File: src/hdl/telegram_params.svh
// Constants of the serial telegram slave: character codes, address layout, line timing.
// Assumes a 25 MHz system clock and a master that speaks 9600 bit/s even-parity ASCII.
`ifndef TELEGRAM_PARAMS_SVH
`define TELEGRAM_PARAMS_SVH

// ---------------------------------------------------------------
// Line timing
// ---------------------------------------------------------------
`define CLOCK_HZ 25000000
`define LINE_BAUD 9600
`define BIT_CYCLES (`CLOCK_HZ / `LINE_BAUD)
`define TX_DEPTH 2

// ---------------------------------------------------------------
// Character codes
// ---------------------------------------------------------------
`define CH_STX 7'h02
`define CH_ETX 7'h03
`define CH_EOT 7'h04
`define CH_ENQ 7'h05
`define CH_ACK 7'h06
`define CH_NAK 7'h15
`define CH_EQUAL 7'h3D
`define CH_ZERO 7'h30
`define ADDR_BASE 7'h40
`define STN_ANY 5'h00
`define STN_ALL 5'h1F
`define STN_MAX 5'h1E
`define READ_LEN 4'hD

`endif

File: src/hdl/telegram_pkg.sv
// Types shared by the telegram slave and its serial line modules.
// Assumes the constants header is on the include path.
package telegram_pkg;
`include "telegram_params.svh"

    typedef logic [6:0] char_t;

    // One received character with its error flag.
    typedef struct packed {
        logic valid;
        logic err;
        char_t data;
    } rx_char_t;

    // Variable access handed to the owner of the variables.
    typedef struct packed {
        logic write;
        logic [19:0] code;
        logic [15:0] wdata;
    } var_req_t;

    typedef enum logic [9:0] {
        S_IDLE = 10'h001, S_ADR = 10'h002, S_HEAD = 10'h004, S_CODE = 10'h008,
        S_TAIL = 10'h010, S_VAL = 10'h020, S_ETX = 10'h040, S_BCC = 10'h080,
        S_REQ = 10'h100, S_SEND = 10'h200
    } parse_state_t;

    typedef struct packed {
        parse_state_t st;
        logic [3:0] cnt;
        logic is_write;
        logic bcast;
        char_t adr;
        logic [19:0] code;
        logic [15:0] val;
        char_t bcc;
        logic short_rep;
        char_t rep_char;
        logic req;
    } slave_state_t;

    typedef struct packed {
        logic s1;
        logic s2;
        logic busy;
        logic [11:0] tick;
        logic [3:0] bit_n;
        logic [7:0] sh;
        rx_char_t out;
    } rx_state_t;

    typedef struct packed {
        logic [`TX_DEPTH-1:0][6:0] mem;
        logic rd;
        logic wr;
        logic [1:0] fill;
        logic busy;
        logic [11:0] tick;
        logic [3:0] bit_n;
        logic [9:0] sh;
        logic line;
        logic drive;
    } tx_state_t;

endpackage : telegram_pkg

File: src/hdl/serial_rx.sv
// Serial character receiver with even parity and stop bit check.
// Assumes an idle-high line from outside the clock domain.
`timescale 1ns/1ns
`include "telegram_params.svh"
module serial_rx import telegram_pkg::*; #(
    parameter int BIT_CYCLES = `BIT_CYCLES
) (
    // Clock and reset
    input wire logic clock,
    input wire logic rst_n,
    // Line and received character
    input wire logic rx_line,
    output rx_char_t rx_char
);
    rx_state_t s, next_s;

    // Samples mid-bit, shifting LSB first; error on bad parity or stop bit.
    always_comb begin
        next_s = s;
        next_s.s1 = rx_line;
        next_s.s2 = s.s1;
        next_s.out.valid = 1'b0;
        if (!s.busy) begin
            if (!s.s2) begin
                next_s.busy = 1'b1;
                next_s.bit_n = 4'h0;
                next_s.tick = 12'(BIT_CYCLES / 2);
            end
        end else if (s.tick != 12'h000) begin
            next_s.tick = s.tick - 12'h001;
        end else begin
            next_s.tick = 12'(BIT_CYCLES - 1);
            next_s.bit_n = s.bit_n + 4'h1;
            if (s.bit_n == 4'h0) begin
                next_s.busy = !s.s2;
            end else if (s.bit_n <= 4'h8) begin
                next_s.sh = {s.s2, s.sh[7:1]};
            end else begin
                next_s.busy = 1'b0;
                next_s.out.valid = 1'b1;
                next_s.out.data = s.sh[6:0];
                next_s.out.err = !s.s2 || (^s.sh);
            end
        end
    end

    // State register.
    always_ff @(posedge clock or negedge rst_n) begin
        if (!rst_n) begin
            s <= '{s1: 1'b1, s2: 1'b1, tick: 12'h000, bit_n: 4'h0, sh: 8'h00,
                   out: '0, busy: 1'b0};
        end else begin
            s <= next_s;
        end
    end

    assign rx_char = s.out;
endmodule : serial_rx

File: src/hdl/serial_tx.sv
// Two-entry character buffer feeding an even-parity serial transmitter.
// Assumes the writer honours in_ready; drive is high while a frame is on the line.
`timescale 1ns/1ns
`include "telegram_params.svh"
module serial_tx import telegram_pkg::*; #(
    parameter int BIT_CYCLES = `BIT_CYCLES
) (
    // Clock and reset
    input wire logic clock,
    input wire logic rst_n,
    // Character input
    input wire logic in_valid,
    input wire char_t in_data,
    output logic in_ready,
    // Line
    output logic tx_line,
    output logic tx_drive
);
    tx_state_t s, next_s;
    logic push;
    logic pop;

    assign in_ready = (s.fill != 2'(`TX_DEPTH));
    assign push = in_valid && in_ready;
    assign pop = !s.busy && (s.fill != 2'h0);

    // Buffer bookkeeping and bit shifter; frame is start, 7 data, parity, stop.
    always_comb begin
        next_s = s;
        if (push) begin
            next_s.mem[s.wr] = in_data;
            next_s.wr = !s.wr;
        end
        next_s.fill = s.fill + 2'(push) - 2'(pop);
        if (pop) begin
            next_s.rd = !s.rd;
            next_s.busy = 1'b1;
            next_s.bit_n = 4'h0;
            next_s.tick = 12'(BIT_CYCLES - 1);
            next_s.sh = {1'b1, ^s.mem[s.rd], s.mem[s.rd], 1'b0};
            next_s.line = 1'b0;
            next_s.drive = 1'b1;
        end else if (s.busy) begin
            if (s.tick != 12'h000) begin
                next_s.tick = s.tick - 12'h001;
            end else if (s.bit_n == 4'h9) begin
                next_s.busy = 1'b0;
                next_s.drive = (s.fill != 2'h0);
            end else begin
                next_s.tick = 12'(BIT_CYCLES - 1);
                next_s.bit_n = s.bit_n + 4'h1;
                next_s.sh = {1'b1, s.sh[9:1]};
                next_s.line = s.sh[1];
            end
        end
    end

    // State register.
    always_ff @(posedge clock or negedge rst_n) begin
        if (!rst_n) begin
            s <= '{line: 1'b1, sh: 10'h3FF, default: '0};
        end else begin
            s <= next_s;
        end
    end

    assign tx_line = s.line;
    assign tx_drive = s.drive;
endmodule : serial_tx

File: src/hdl/telegram_slave.sv
// Slave-side telegram handler: addressing, read and write parsing, replies.
// Assumes a variable owner that answers each var_req with one var_done pulse.
`timescale 1ns/1ns
`include "telegram_params.svh"
module telegram_slave import telegram_pkg::*; #(
    parameter int BIT_CYCLES = `BIT_CYCLES
) (
    // Clock and reset
    input wire logic clock,
    input wire logic rst_n,
    // Serial line
    input wire logic rx_line,
    output logic tx_line,
    output logic tx_drive,
    // Configuration
    input wire logic [4:0] station_number_setting,
    // Variable access
    output logic var_req,
    output var_req_t var_out,
    input wire logic var_done,
    input wire logic var_ok,
    input wire logic [15:0] var_rdata
);
    // ---------------------------------------------------------------
    // Helpers
    // ---------------------------------------------------------------

    // Hex digit to nibble, with a valid flag.
    function automatic logic [4:0] hex_nib(input char_t c);
        if (c >= 7'h30 && c <= 7'h39) begin
            return {1'b1, c[3:0]};
        end else if (c >= 7'h41 && c <= 7'h46) begin
            return {1'b1, 4'(c[3:0] + 4'h9)};
        end
        return 5'h00;
    endfunction : hex_nib

    // Nibble to upper-case hex digit.
    function automatic char_t nib_hex(input logic [3:0] n);
        return (n < 4'hA) ? 7'(`CH_ZERO + 7'(n)) : 7'(7'h37 + 7'(n));
    endfunction : nib_hex

    // Address character selects this slave.
    function automatic logic addr_hit(input char_t c, input logic [4:0] stn);
        logic [4:0] num;
        num = c[4:0];
        return (c[6:5] == 2'(`ADDR_BASE >> 5)) && ((num == `STN_ANY) || (num == `STN_ALL)
            || (num == stn && stn != 5'h00 && stn <= `STN_MAX));
    endfunction : addr_hit

    // ---------------------------------------------------------------
    // Serial line
    // ---------------------------------------------------------------
    rx_char_t rxc;
    logic tx_ready;
    char_t out_char;
    slave_state_t s, next_s;
    logic parsing;
    logic is_dec;
    logic [4:0] hn;

    serial_rx #(.BIT_CYCLES(BIT_CYCLES)) u_rx (
        .clock(clock),
        .rst_n(rst_n),
        .rx_line(rx_line),
        .rx_char(rxc)
    );

    serial_tx #(.BIT_CYCLES(BIT_CYCLES)) u_tx (
        .clock(clock),
        .rst_n(rst_n),
        .in_valid(s.st == S_SEND),
        .in_data(out_char),
        .in_ready(tx_ready),
        .tx_line(tx_line),
        .tx_drive(tx_drive)
    );

    // Receive is ignored while a request is served or a reply is sent.
    assign parsing = (s.st != S_REQ) && (s.st != S_SEND);
    assign is_dec = (rxc.data >= 7'h30) && (rxc.data <= 7'h39);
    assign hn = hex_nib(rxc.data);

    // ---------------------------------------------------------------
    // Reply character
    // ---------------------------------------------------------------

    // Picks the reply byte at the current index.
    always_comb begin
        out_char = s.adr;
        if (s.cnt == 4'h0) begin
            out_char = s.adr;
        end else if (s.short_rep) begin
            out_char = s.rep_char;
        end else if (s.cnt == 4'h1) begin
            out_char = `CH_STX;
        end else if (s.cnt <= 4'h6) begin
            out_char = nib_hex(s.code[4 * (6 - int'(s.cnt)) +: 4]);
        end else if (s.cnt == 4'h7) begin
            out_char = `CH_EQUAL;
        end else if (s.cnt <= 4'hB) begin
            out_char = nib_hex(s.val[4 * (11 - int'(s.cnt)) +: 4]);
        end else if (s.cnt == 4'hC) begin
            out_char = `CH_ETX;
        end else begin
            out_char = s.bcc;
        end
    end

    // ---------------------------------------------------------------
    // Parser and reply sequencer
    // ---------------------------------------------------------------

    // Walks the telegram one character at a time and steps the reply.
    always_comb begin
        next_s = s;
        next_s.req = 1'b0;
        if (rxc.valid && parsing) begin
            if (rxc.err) begin
                next_s.st = S_IDLE;
            end else if (rxc.data == `CH_EOT) begin
                next_s.st = S_ADR;
            end else begin
                next_s.st = S_IDLE;
                case (s.st)
                    S_ADR: begin
                        if (addr_hit(rxc.data, station_number_setting)) begin
                            next_s.adr = rxc.data;
                            next_s.bcast = (rxc.data[4:0] == `STN_ALL);
                            next_s.st = S_HEAD;
                        end
                    end
                    S_HEAD: begin
                        next_s.bcc = 7'h00;
                        if (rxc.data == `CH_STX) begin
                            next_s.is_write = 1'b1;
                            next_s.cnt = 4'h0;
                            next_s.st = S_CODE;
                        end else if (is_dec) begin
                            next_s.is_write = 1'b0;
                            next_s.code = {16'h0000, rxc.data[3:0]};
                            next_s.cnt = 4'h1;
                            next_s.st = S_CODE;
                        end
                    end
                    S_CODE: begin
                        if (is_dec) begin
                            next_s.code = {s.code[15:0], rxc.data[3:0]};
                            next_s.bcc = s.bcc ^ rxc.data;
                            next_s.cnt = s.cnt + 4'h1;
                            next_s.st = (s.cnt == 4'h4) ? S_TAIL : S_CODE;
                        end
                    end
                    S_TAIL: begin
                        if (s.is_write && rxc.data == `CH_EQUAL) begin
                            next_s.bcc = s.bcc ^ rxc.data;
                            next_s.cnt = 4'h0;
                            next_s.st = S_VAL;
                        end else if (!s.is_write && rxc.data == `CH_ENQ) begin
                            next_s.req = 1'b1;
                            next_s.st = S_REQ;
                        end
                    end
                    S_VAL: begin
                        if (hn[4]) begin
                            next_s.val = {s.val[11:0], hn[3:0]};
                            next_s.bcc = s.bcc ^ rxc.data;
                            next_s.cnt = s.cnt + 4'h1;
                            next_s.st = (s.cnt == 4'h3) ? S_ETX : S_VAL;
                        end
                    end
                    S_ETX: begin
                        if (rxc.data == `CH_ETX) begin
                            next_s.bcc = s.bcc ^ rxc.data;
                            next_s.st = S_BCC;
                        end
                    end
                    S_BCC: begin
                        if (rxc.data == s.bcc) begin
                            next_s.req = 1'b1;
                            next_s.st = S_REQ;
                        end else if (!s.bcast) begin
                            next_s.short_rep = 1'b1;
                            next_s.rep_char = `CH_NAK;
                            next_s.cnt = 4'h0;
                            next_s.st = S_SEND;
                        end
                    end
                    default: begin
                        next_s.st = S_IDLE;
                    end
                endcase
            end
        end else begin
            case (s.st)
                S_REQ: begin
                    if (var_done) begin
                        next_s.cnt = 4'h0;
                        next_s.bcc = 7'h00;
                        next_s.short_rep = s.is_write || !var_ok;
                        next_s.rep_char = var_ok ? `CH_ACK : `CH_NAK;
                        next_s.val = (s.is_write || !var_ok) ? s.val : var_rdata;
                        next_s.st = s.bcast ? S_IDLE : S_SEND;
                    end
                end
                S_SEND: begin
                    if (tx_ready) begin
                        next_s.cnt = s.cnt + 4'h1;
                        if (s.cnt >= 4'h2 && s.cnt <= 4'hC) begin
                            next_s.bcc = s.bcc ^ out_char;
                        end
                        if (s.cnt == (s.short_rep ? 4'h1 : `READ_LEN)) begin
                            next_s.st = S_IDLE;
                        end
                    end
                end
                default: begin
                    next_s.st = s.st;
                end
            endcase
        end
    end

    // State register.
    always_ff @(posedge clock or negedge rst_n) begin
        if (!rst_n) begin
            s <= '{st: S_IDLE, default: '0};
        end else begin
            s <= next_s;
        end
    end

    assign var_req = s.req;
    assign var_out = '{write: s.is_write, code: s.code, wdata: s.val};
endmodule : telegram_slave

File: config.mk
export PLATFORM = sky130hd
export DESIGN_NAME = telegram_slave
export DESIGN_NICKNAME = d
export VERILOG_FILES = /design/src/hdl/telegram_pkg.sv /design/src/hdl/serial_rx.sv /design/src/hdl/serial_tx.sv /design/src/hdl/telegram_slave.sv
export VERILOG_INCLUDE_DIRS = /design/src /design/src/hdl
export SDC_FILE = /design/constraint.sdc
export NUM_CORES = 1
export LEC_CHECK = 0
export ABC_AREA = 1
export BUFFER_PORTS_ARGS = -buffer_cell sky130_fd_sc_hd__buf_2
export CAP_MARGIN = 30
export CORE_ASPECT_RATIO = 1.2
export CORE_MARGIN = 2
export CORE_UTILIZATION = 50
export CTS_CLUSTER_SIZE = 16
export DETAILED_ROUTE_END_ITERATION = 12
export PLACE_DENSITY = 0.68
export SETUP_SLACK_MARGIN = 0.4
export SLEW_MARGIN = 10
export SYNTH_ARGS = -nofsm -noshare
export SYNTH_HDL_FRONTEND = slang
export SYNTH_HIERARCHICAL = 1
export SYNTH_SLANG_ARGS = --single-unit
File: constraint.sdc
create_clock -name clock -period 6.9 [get_ports clock]
set_clock_uncertainty 0.2 [all_clocks]
set_input_delay 1.38 -clock clock [delete_from_list [all_inputs] [get_ports clock]]
set_output_delay 1.38 -clock clock [all_outputs]
set_load 0.05 [all_outputs]
---- Yosys cells after proc, flatten, opt, wreduce, memory -nomap -nowiden ----
Cells that the tools add are included.
storage, ports and cells
  bits in registers ....................... 158
  bits of input ports ..................... 26
  output and inout port bits .............. 40
  word-level logic and storage cells ...... 275
operators by class
  add/subtract/negate cells ............... 14
  magnitude comparators ................... 15
  equality and inequality tests ........... 57
  shift operators ......................... 2
  mux-type cells .......................... 96
  bitwise logic cells ..................... 7
  reduce and logical (&&, ||, !) cells .... 53
operators by type and width
  kind                   count
  $mux 65                2
  $mux 7                 18
  $pmux 10 s7            1
  $mux 16                4
  $mux 8                 8
  $mux 31                2
  $mux 10                6
  $mux 20                3
  $mux 29                2
  $mux 14                4
  $mux 17                3
  $mux 9                 5
  $pmux 20 s2            1
  $pmux 7 s5             1
  $ne 3x3->1 const B     10
  $add 6x4->7 const A    4
  $mux 27                1
  $mux 5                 5
  $mux 12                2
  $ne 2x2->1 const B     12
  $reduce_bool 12->1     2
  $sub 12x1->12 const B  2
  $mux 23                1
  $mux 21                1
  other kinds (77)       144

---- Logic depth before layout (Yosys ltp) ----
Gate-level depths: netlist of run 1.
  depth in word-level cells ............... 15
  gate-level depth with buffers ........... 22
  mapped depth without buffers ............ 20

---- Hierarchy ----
The synthesis of run 1 kept the hierarchy.
modules (own cells, without submodules)
  module          times used  cells an instance  area an instance (um2)  sequential area each (um2)
  telegram_slave  1           804                5572.8                  1778.0
  serial_tx       1           337                2635.0                  1163.6
  serial_rx       1           277                2075.7                  903.4

---- Least setup slack after synthesis of run 1 ----
No wires, ideal clock.
  path type ............................... input to register
  from .................................... input port station_number_setting[2]
  to ...................................... register, netlist name s[59]
  library setup time ...................... 0.126 ns
  arrival time ............................ 2.445 ns
  required time ........................... 6.574 ns
  slack ................................... 4.129 ns
  cell stages on the path ................. 10
  path buffers ............................ 1
  path through ............................ xor2_1 > nor3_1 > o211ai_1 > nand2_1 > nand2_1 > nor3_1 > inv_1 > buf_2 > nand2_1 > o21ai_0
RTL lines
  item                RTL line              text
  start: declaration  telegram_slave.sv:16  input wire logic [4:0] station_number_setting,

==> out/qor.yml, run 1 <==
die:
  start_util_pct: 51.0
  core-area_mm2: 0.0202
  die-area_mm2: 0.0217
  fp-row-count: 57
  fp.dieW_um: 135
  fp.dieH_um: 161
  ios: 66
timing:
  rsz0062_at_grt: "false"
  tightest_slew_ns: 0.875
  tns_ns: 0
  fin_crit_ns: 3.64
  finalHoldViolations: 0
  setup_viol: 0
  drv_slew: 0
  relSlewSlack_pct: 41.7
  fmax_mhz: 275
  finalCritPeriodShare_pct: 52.8
power_and_ir_drop:
  seq_power_share_pct: 47.6
  leakagePower_nw: 5.61
  power_switching_mw: 0.403
  p_per_area_mw_per_mm2: 172
  p_sw_share_pct: 21.3
  clkPwrFrac_pct: 50.5
  internal-power_mw: 1.49
  ir_drop_v: 0.000150
  power_frac_comb_pct: 1.9
clock_network:
  cts_sinks: 153
  post-cts-setup-buffers: 0
  cts_max_level: 4
  cts_tree: "done"
  cts_buffer_depth: 2
  worstSkewPairLatency_ns: 0.42
  cts-buffers-inserted: 17
  cts_resized: 0
  root_buffer: "clkbuf_16"
  postCtsHoldBufs: 0
  clk_pin_slew_ns: 0.06
logic_synthesis:
  ys_seq_area_share_pct: 37.4
  synth_cell_types: 56
  synthesis.nets: 1467
  muxShareOfSynthArea_pct: 0
  synth_compound_area_share_pct: 12.5
  synth_top_family_by_area: "simple AND/OR/NAND/NOR gates"
  ys_ff_latch: 153
  synth_edf_count: 0
  synthCells: 1418
  yosysWarnings: 6
  syn_area_mm2: 0.0103
  synthFlopType: "dfrtp_1"
  synth_xor_area_share_pct: 2.12
  synth-async-reset-ratio_pct: 100
  synth-simple-area-share_pct: 32.4
  synth_area_per_cell_um2: 7.25
  synthAdderAreaFrac_pct: 2.80
finish:
  final_cell_mix: "438 x nand2_1, 168 x inv_1, 140 x dfrtp_1"
  fin_nets: 1473
  utilization_pct: 54.6
  drive_gt1_share_pct: 16.7
  layout_commonest_cell: "nand2_1"
  syn2layout_area_growth_pct: 7.11
min_path:
  hp-class: "reg2reg"
detailed_routing:
  via_count: 8997
  drt_iter0_drc: 629
  wl_per_cell_um: 14.6
  ant_nets: 0
  firstDrtPassIters: 5
  drc: 0
  avgViaCountPerCell: 5.28
  wl_um: 24900
critical_path:
  cpMostUsedCell: "nand2_1"
  cp-start-kind: "flop"
  arrival_ns: 3.75
  critPathKind: "reg2reg"
  critPathMaxStageDelay_ns: 0.92
  required_ns: 7.01
  path_cells: "inv_2 > ha_1 > inv_1 > nor2_1 > nand3_1 > a21oi_2 > nand2_2 > nor2_2 > nand2_1 > nand3b_1 > nand2_1 > nand2_1 > nor2_1 > o21ai_1 > nand2_1"
  cp_max_fo: 30
  crit_slowest_cell: "dfrtp_1"
  worst_setup_path_end_kind: "flop"
global_route:
  grt_overflow_total: 0
  antenna_found_initial: 1
  grt_max_degree: 97
  grt_pass1_wl_um: 41800
  first_global_vias: 8588
  grt_use_total_pct: 23.7
flow_run:
  max_cap_viol_count: 0
outcome:
  status: "complete, no violations"
placement:
  numPortBuffers: 65
  place_congestion: 1.00
  dp_hpwl_um: 18400
-- critical path: cells and delay by family (launching register included) --
kind / cells / cell delay (ns)
AO/OA/AOI/OAI: 2 / 0.40
adder cells (fa/ha/maj): 1 / 0.49
AND/OR/NAND/NOR: 10 / 1.07
buffers and inverters: 2 / 0.43
flip-flops: 1 / 0.92
-- kinds of logic (layout without fill, tap and decap cells) --
| family | count (synthesis) | count (layout) |
|---|---|---|
| simple gates | 733 | 733 |
| buf+inv | 277 | 296 |
| fa+ha+maj | 23 | 23 |
| other cells | 0 | 1 |
| flops | 153 | 153 |
| xor+xnor | 24 | 24 |
| compound gates | 208 | 208 |
-- per-stage QoR --
step / instances / worst slack, ns / power, mW / hold slack (ns) / area (um^2)
after detailed placement: 1669 / 3.33 / 0.952 / 0.148 / 10400
after global placement: 1669 / 3.45 / 0.952 / 0.151 / 10400
after floorplan: 1418 / 4.13 / 0.923 / 0.145 / 10300
after CTS: 1701 / 3.27 / 1.91 / 0.161 / 11000
final: 1703 / 3.26 / 1.89 / 0.160 / 11000
after global routing: 1703 / 2.86 / 1.95 / 0.163 / 11000
-- routing by layer --
layer	vias up	part of all wire (%)	track usage, %
met3	75	3.8	2.95
met4	0	3.1	10.2
met5	-	0	0
met2	218	48	38.1
li1	4496	-	-
met1	4208	45	32.3
-- sequential cells by signal, indices dropped and copies added (netlist names) --
signal / count
u_tx/tx_drive: 1
u_rx/next_s: 1
u_rx/s: 26
u_rx/rx_char: 9
var_req: 1
u_tx/s: 45
s: 33
var_out: 37
-- final cells by class --
| cell class | instances | area [um^2] |
|---|---|---|
| Sequential cell | 153 | 3840 |
| Tap cell | 265 | 332 |
| Multi-Input combinational cell | 988 | 5120 |
| Clock inverter | 12 | 149 |
| Inverter | 196 | 743 |
| Fill cell | 1948 | 9170 |
| Timing Repair Buffer | 68 | 374 |
| Clock buffer | 20 | 447 |
| Antenna cell | 1 | 2.50 |
-- synth_stat cells (all sizes together), types with 8 or more instances --
| cell | n | area share, % |
|---|---|---|
| nor3 | 22 | 1.6 |
| ha | 23 | 2.8 |
| o22ai | 16 | 1.0 |
| xor2 | 16 | 1.4 |
| nand4 | 11 | 0.67 |
| dfrtp | 140 | 34 |
| xnor2 | 8 | 0.68 |
| o21ai | 108 | 5.6 |
| dfstp | 13 | 3.3 |
| o211ai | 9 | 0.66 |
| nor2 | 121 | 6.0 |
| buf | 74 | 5.3 |
| a21oi | 49 | 3.1 |
| inv | 194 | 7.1 |
| nand2 | 449 | 17 |
| nand3 | 112 | 5.9 |
-- power groups by stage --
stage | clock network (mW) | registers, mW | logic, mW
final | 0.955 | 0.899 | 0.0365
after global routing | 1.01 | 0.898 | 0.0428
after CTS | 0.975 | 0.899 | 0.0363
after detailed placement | 0 | 0.915 | 0.0363
after global placement | 0 | 0.915 | 0.0364
after floorplan | 0 | 0.915 | 0.00822
-- final timing paths --
| check | startpoint | to | slack, ns | depth (start not counted) |
|---|---|---|---|---|
| max in group asynchronous | rst_n | s[9]$_DFFE_PN0P_ | 4.78 | 2 |
| worst max-delay path | s[61]$_DFFE_PN0P_ | s[13]$_DFFE_PN0P_ | 3.26 | 15 |
| worst max register to register | s[61]$_DFFE_PN0P_ | s[13]$_DFFE_PN0P_ | 3.26 | 15 |
| worst min register to register | u_rx/next_s[34]$_DFF_PN1_ | u_rx/s[34]$_DFF_PN1_ | 0.16 | 0 |
| min in group asynchronous | rst_n | var_out[31]$_DFFE_PN0P_ | 0.66 | 1 |
| worst min-delay path | u_rx/next_s[34]$_DFF_PN1_ | u_rx/s[34]$_DFF_PN1_ | 0.16 | 0 |
Power figures use the tool's default switching activity.
==> inputs of run 2 (changes only) <==
==> constraint.sdc (replaced) <==
create_clock -name clock -period 3.55 [get_ports clock]
set_clock_uncertainty 0.2 [all_clocks]
set_input_delay 0.71 -clock clock [delete_from_list [all_inputs] [get_ports clock]]
set_output_delay 0.71 -clock clock [all_outputs]
set_load 0.05 [all_outputs]
==> run 2 against run 1 <==
Effect of this change: routed wire length is 0.40% lower; sequential share of layout area is 0.44 points lower; global-route usage is 0.14 points higher; maximum frequency is 26% higher; non-clock buffer count is 10 higher; final cell count is 0.53% higher; highest routed layer unchanged; cell area is 1.3% higher; die area stayed put; clock power is 110% higher; via count is 0.87% lower; largest power group unchanged; critical path type unchanged; first-iteration DRC count is 1.7% higher; utilization is 0.73 points higher.
==> out/qor.yml, run 2 (synthesis results as in run 1) <==
finish:
  largest_reg_flops: 45  # unchanged
  fin_area_mm2: 0.0112  # +1.3%
  syn2layout_area_growth_pct: 8.54
  fin_nets: 1483  # +0.68%
  largest_register: "u_tx/s"
  layout_commonest_cell: "nand2_1"
  drive_gt1_share_pct: 17.8  # +1.1 points
  final_cell_mix: "438 x nand2_1, 167 x inv_1, 138 x dfrtp_1"
  insertedDiodeCount: 0  # -1
  fill_cells: 1928  # -1.0%
die:
  ios: 66  # unchanged
  fp.dieW_um: 135  # unchanged
  fp.dieH_um: 161  # unchanged
  die-area_mm2: 0.0217  # unchanged
  core-area_mm2: 0.0202  # unchanged
  fp-row-count: 57  # unchanged
  start_util_pct: 51.0  # unchanged
detailed_routing:
  route.met2.wl_um: 12200  # +1.6%
  via_count: 8919  # -0.87%
  firstDrtPassIters: 5  # unchanged
  ant_nets: 0  # unchanged
  drt_iter0_drc: 640  # +1.7%
  top_layer: "met4"
  avgViaCountPerCell: 5.21  # -1.4%
  drc: 0  # unchanged
  wl_per_cell_um: 14.5  # -0.92%
  wl_um: 24800  # -0.40%
  dr_wl_met3_um: 872  # -8.4%
  met1_length_um: 11400  # +1.5%
critical_path:
  required_ns: 3.67  # -3.34 ns
  cp-start-kind: "flop"
  cp_max_fo: 10  # -67%
  arrival_ns: 3.02  # -0.73 ns
  worst_setup_path_end_kind: "flop"
  critPathKind: "reg2reg"
clock_network:
  cts-buffers-inserted: 17  # unchanged
  clk_pin_slew_ns: 0.07  # about the same
  worstSkewPairLatency_ns: 0.44  # +0.02 ns
  root_buffer: "clkbuf_16"
  cts_tree: "done"
  postCtsHoldBufs: 0  # unchanged
  cts_buffer_depth: 2  # unchanged
  cts_sinks: 153  # unchanged
  cts_max_level: 4  # unchanged
power_and_ir_drop:
  leakagePower_nw: 5.67  # +1.0%
  ir_drop_v: 0.000345  # +130%
  p_per_area_mw_per_mm2: 342  # +99%
placement:
  placed_area_mm2: 0.0105  # +0.89%
  place_congestion: 0.929  # -7.1%
  dp_worst_setup_slack_ns: 0.515  # -2.81 ns
  dp_hpwl_um: 18600  # +1.2%
  numPortBuffers: 65  # unchanged
flow_run:
  max_cap_viol_count: 0  # unchanged
global_route:
  grt_pass1_wl_um: 41800  # about the same
  grt_max_degree: 79  # -19%
  antenna_found_initial: 0  # -1
  grt_use_total_pct: 23.9  # +0.14 points
  first_global_vias: 8575  # -0.15%
  grt_overflow_total: 0  # unchanged
min_path:
  hp-class: "in2async"
timing:
  tightest_slew_ns: 0.829  # -0.0461 ns
  fin_crit_ns: 2.89  # -0.750 ns
  tns_ns: 0  # unchanged
  relSlewSlack_pct: 44.7  # +3.1 points
  rsz0062_at_grt: "false"
  finalCritPeriodShare_pct: 81.5  # +29 points
  fmax_mhz: 346  # +26%
  fin_ws_ns: 0.657  # -2.60 ns
  setup_viol: 0  # unchanged
  drv_slew: 0  # unchanged
  finalHoldViolations: 0  # unchanged
outcome:
  status: "complete, no violations"
==> run 2: changes by cell type in the layout (fill, tap and decap cells not counted), sizes merged <==
| cell | previous run | this run |
|---|---|---|
| diode | 1 | 0 |
| clkinv | 9 | 6 |
| buf | 68 | 78 |
| clkbuf | 20 | 19 |
| bufinv | 3 | 4 |
| clkinvlp | 1 | 4 |
==> run 2: through the flow <==
step,hold WS (ns),utilization (%),power (mW),std cells
2_1_floorplan,0.145,-,1.79,1418
3_3_place_gp,0.148,51.9,1.85,1678
3_5_place_dp,0.147,51.9,1.85,1678
4_1_cts,0.139,55.1,3.85,1710
5_1_grt,0.148,55.3,3.94,1712
6_report,0.106,55.3,3.82,1712
==> run 2: layout make-up <==
cell class | count | area (um^2) | area share (%)
inverters | 196 | 749 | 6.71
multi-input cells | 988 | 5130 | 46.0
repair buffers | 78 | 454 | 4.07
clock buffers | 19 | 453 | 4.06
flip-flops and latches | 153 | 3850 | 34.5
well taps | 265 | 332 | 2.97
clock inverters | 13 | 191 | 1.72
==> run 2: layer usage <==
metal | global-route usage [%] | vias to the layer above
met5 | 0 | -
met4 | 6.99 | 0
met3 | 3.70 | 28
met2 | 39.6 | 171
met1 | 32.3 | 4200
li1 | - | 4520
==> run 2: worst paths after layout <==
path                                           start                       to  slack, ns  cells after the start
max in group asynchronous                      rst_n    u_tx/s[9]$_DFFE_PN1P_       2.19                      2
min reg2reg                u_rx/next_s[34]$_DFF_PN1_     u_rx/s[34]$_DFF_PN1_       0.16                      0
max reg2reg                        s[62]$_DFFE_PN0P_        s[13]$_DFFE_PN0P_       0.66                     15
min in group clock         u_rx/next_s[34]$_DFF_PN1_     u_rx/s[34]$_DFF_PN1_       0.16                      0
min                                            rst_n  var_out[25]$_DFFE_PN0P_       0.11                      1
max                                s[62]$_DFFE_PN0P_        s[13]$_DFFE_PN0P_       0.66                     15
==> run 2: timing repair <==
item | in CTS | in global routing
endpoints found under the hold margin | 0 | 0
setup buffers | 0 | 2
setup endpoints to repair | 0 | 21
resized for setup | 0 | 8
==> run 2: worst max-delay path: stages, from the launching register on <==
cell	delay [ns]
dfrtp_2	0.48
clkinvlp_4	0.16
ha_2	0.40
inv_1	0.11
nor2_2	0.19
nand3_1	0.18
a21oi_4	0.24
nand2_2	0.11
nor2_2	0.14
nand2_1	0.10
nand3b_1	0.09
nand2_1	0.07
nand2_1	0.10
nor2_1	0.05
o21ai_1	0.11
nand2_1	0.06
==> run 2: power by group <==
group | leakage [nW] | switching (mW) | internal (mW) | total (mW)
combinational | 3.48 | 0.0497 | 0.0216 | 0.0713
clock | 0.306 | 0.776 | 1.22 | 2.00
sequential | 1.88 | 0.00114 | 1.75 | 1.75
total | 5.67 | 0.827 | 2.99 | 3.82
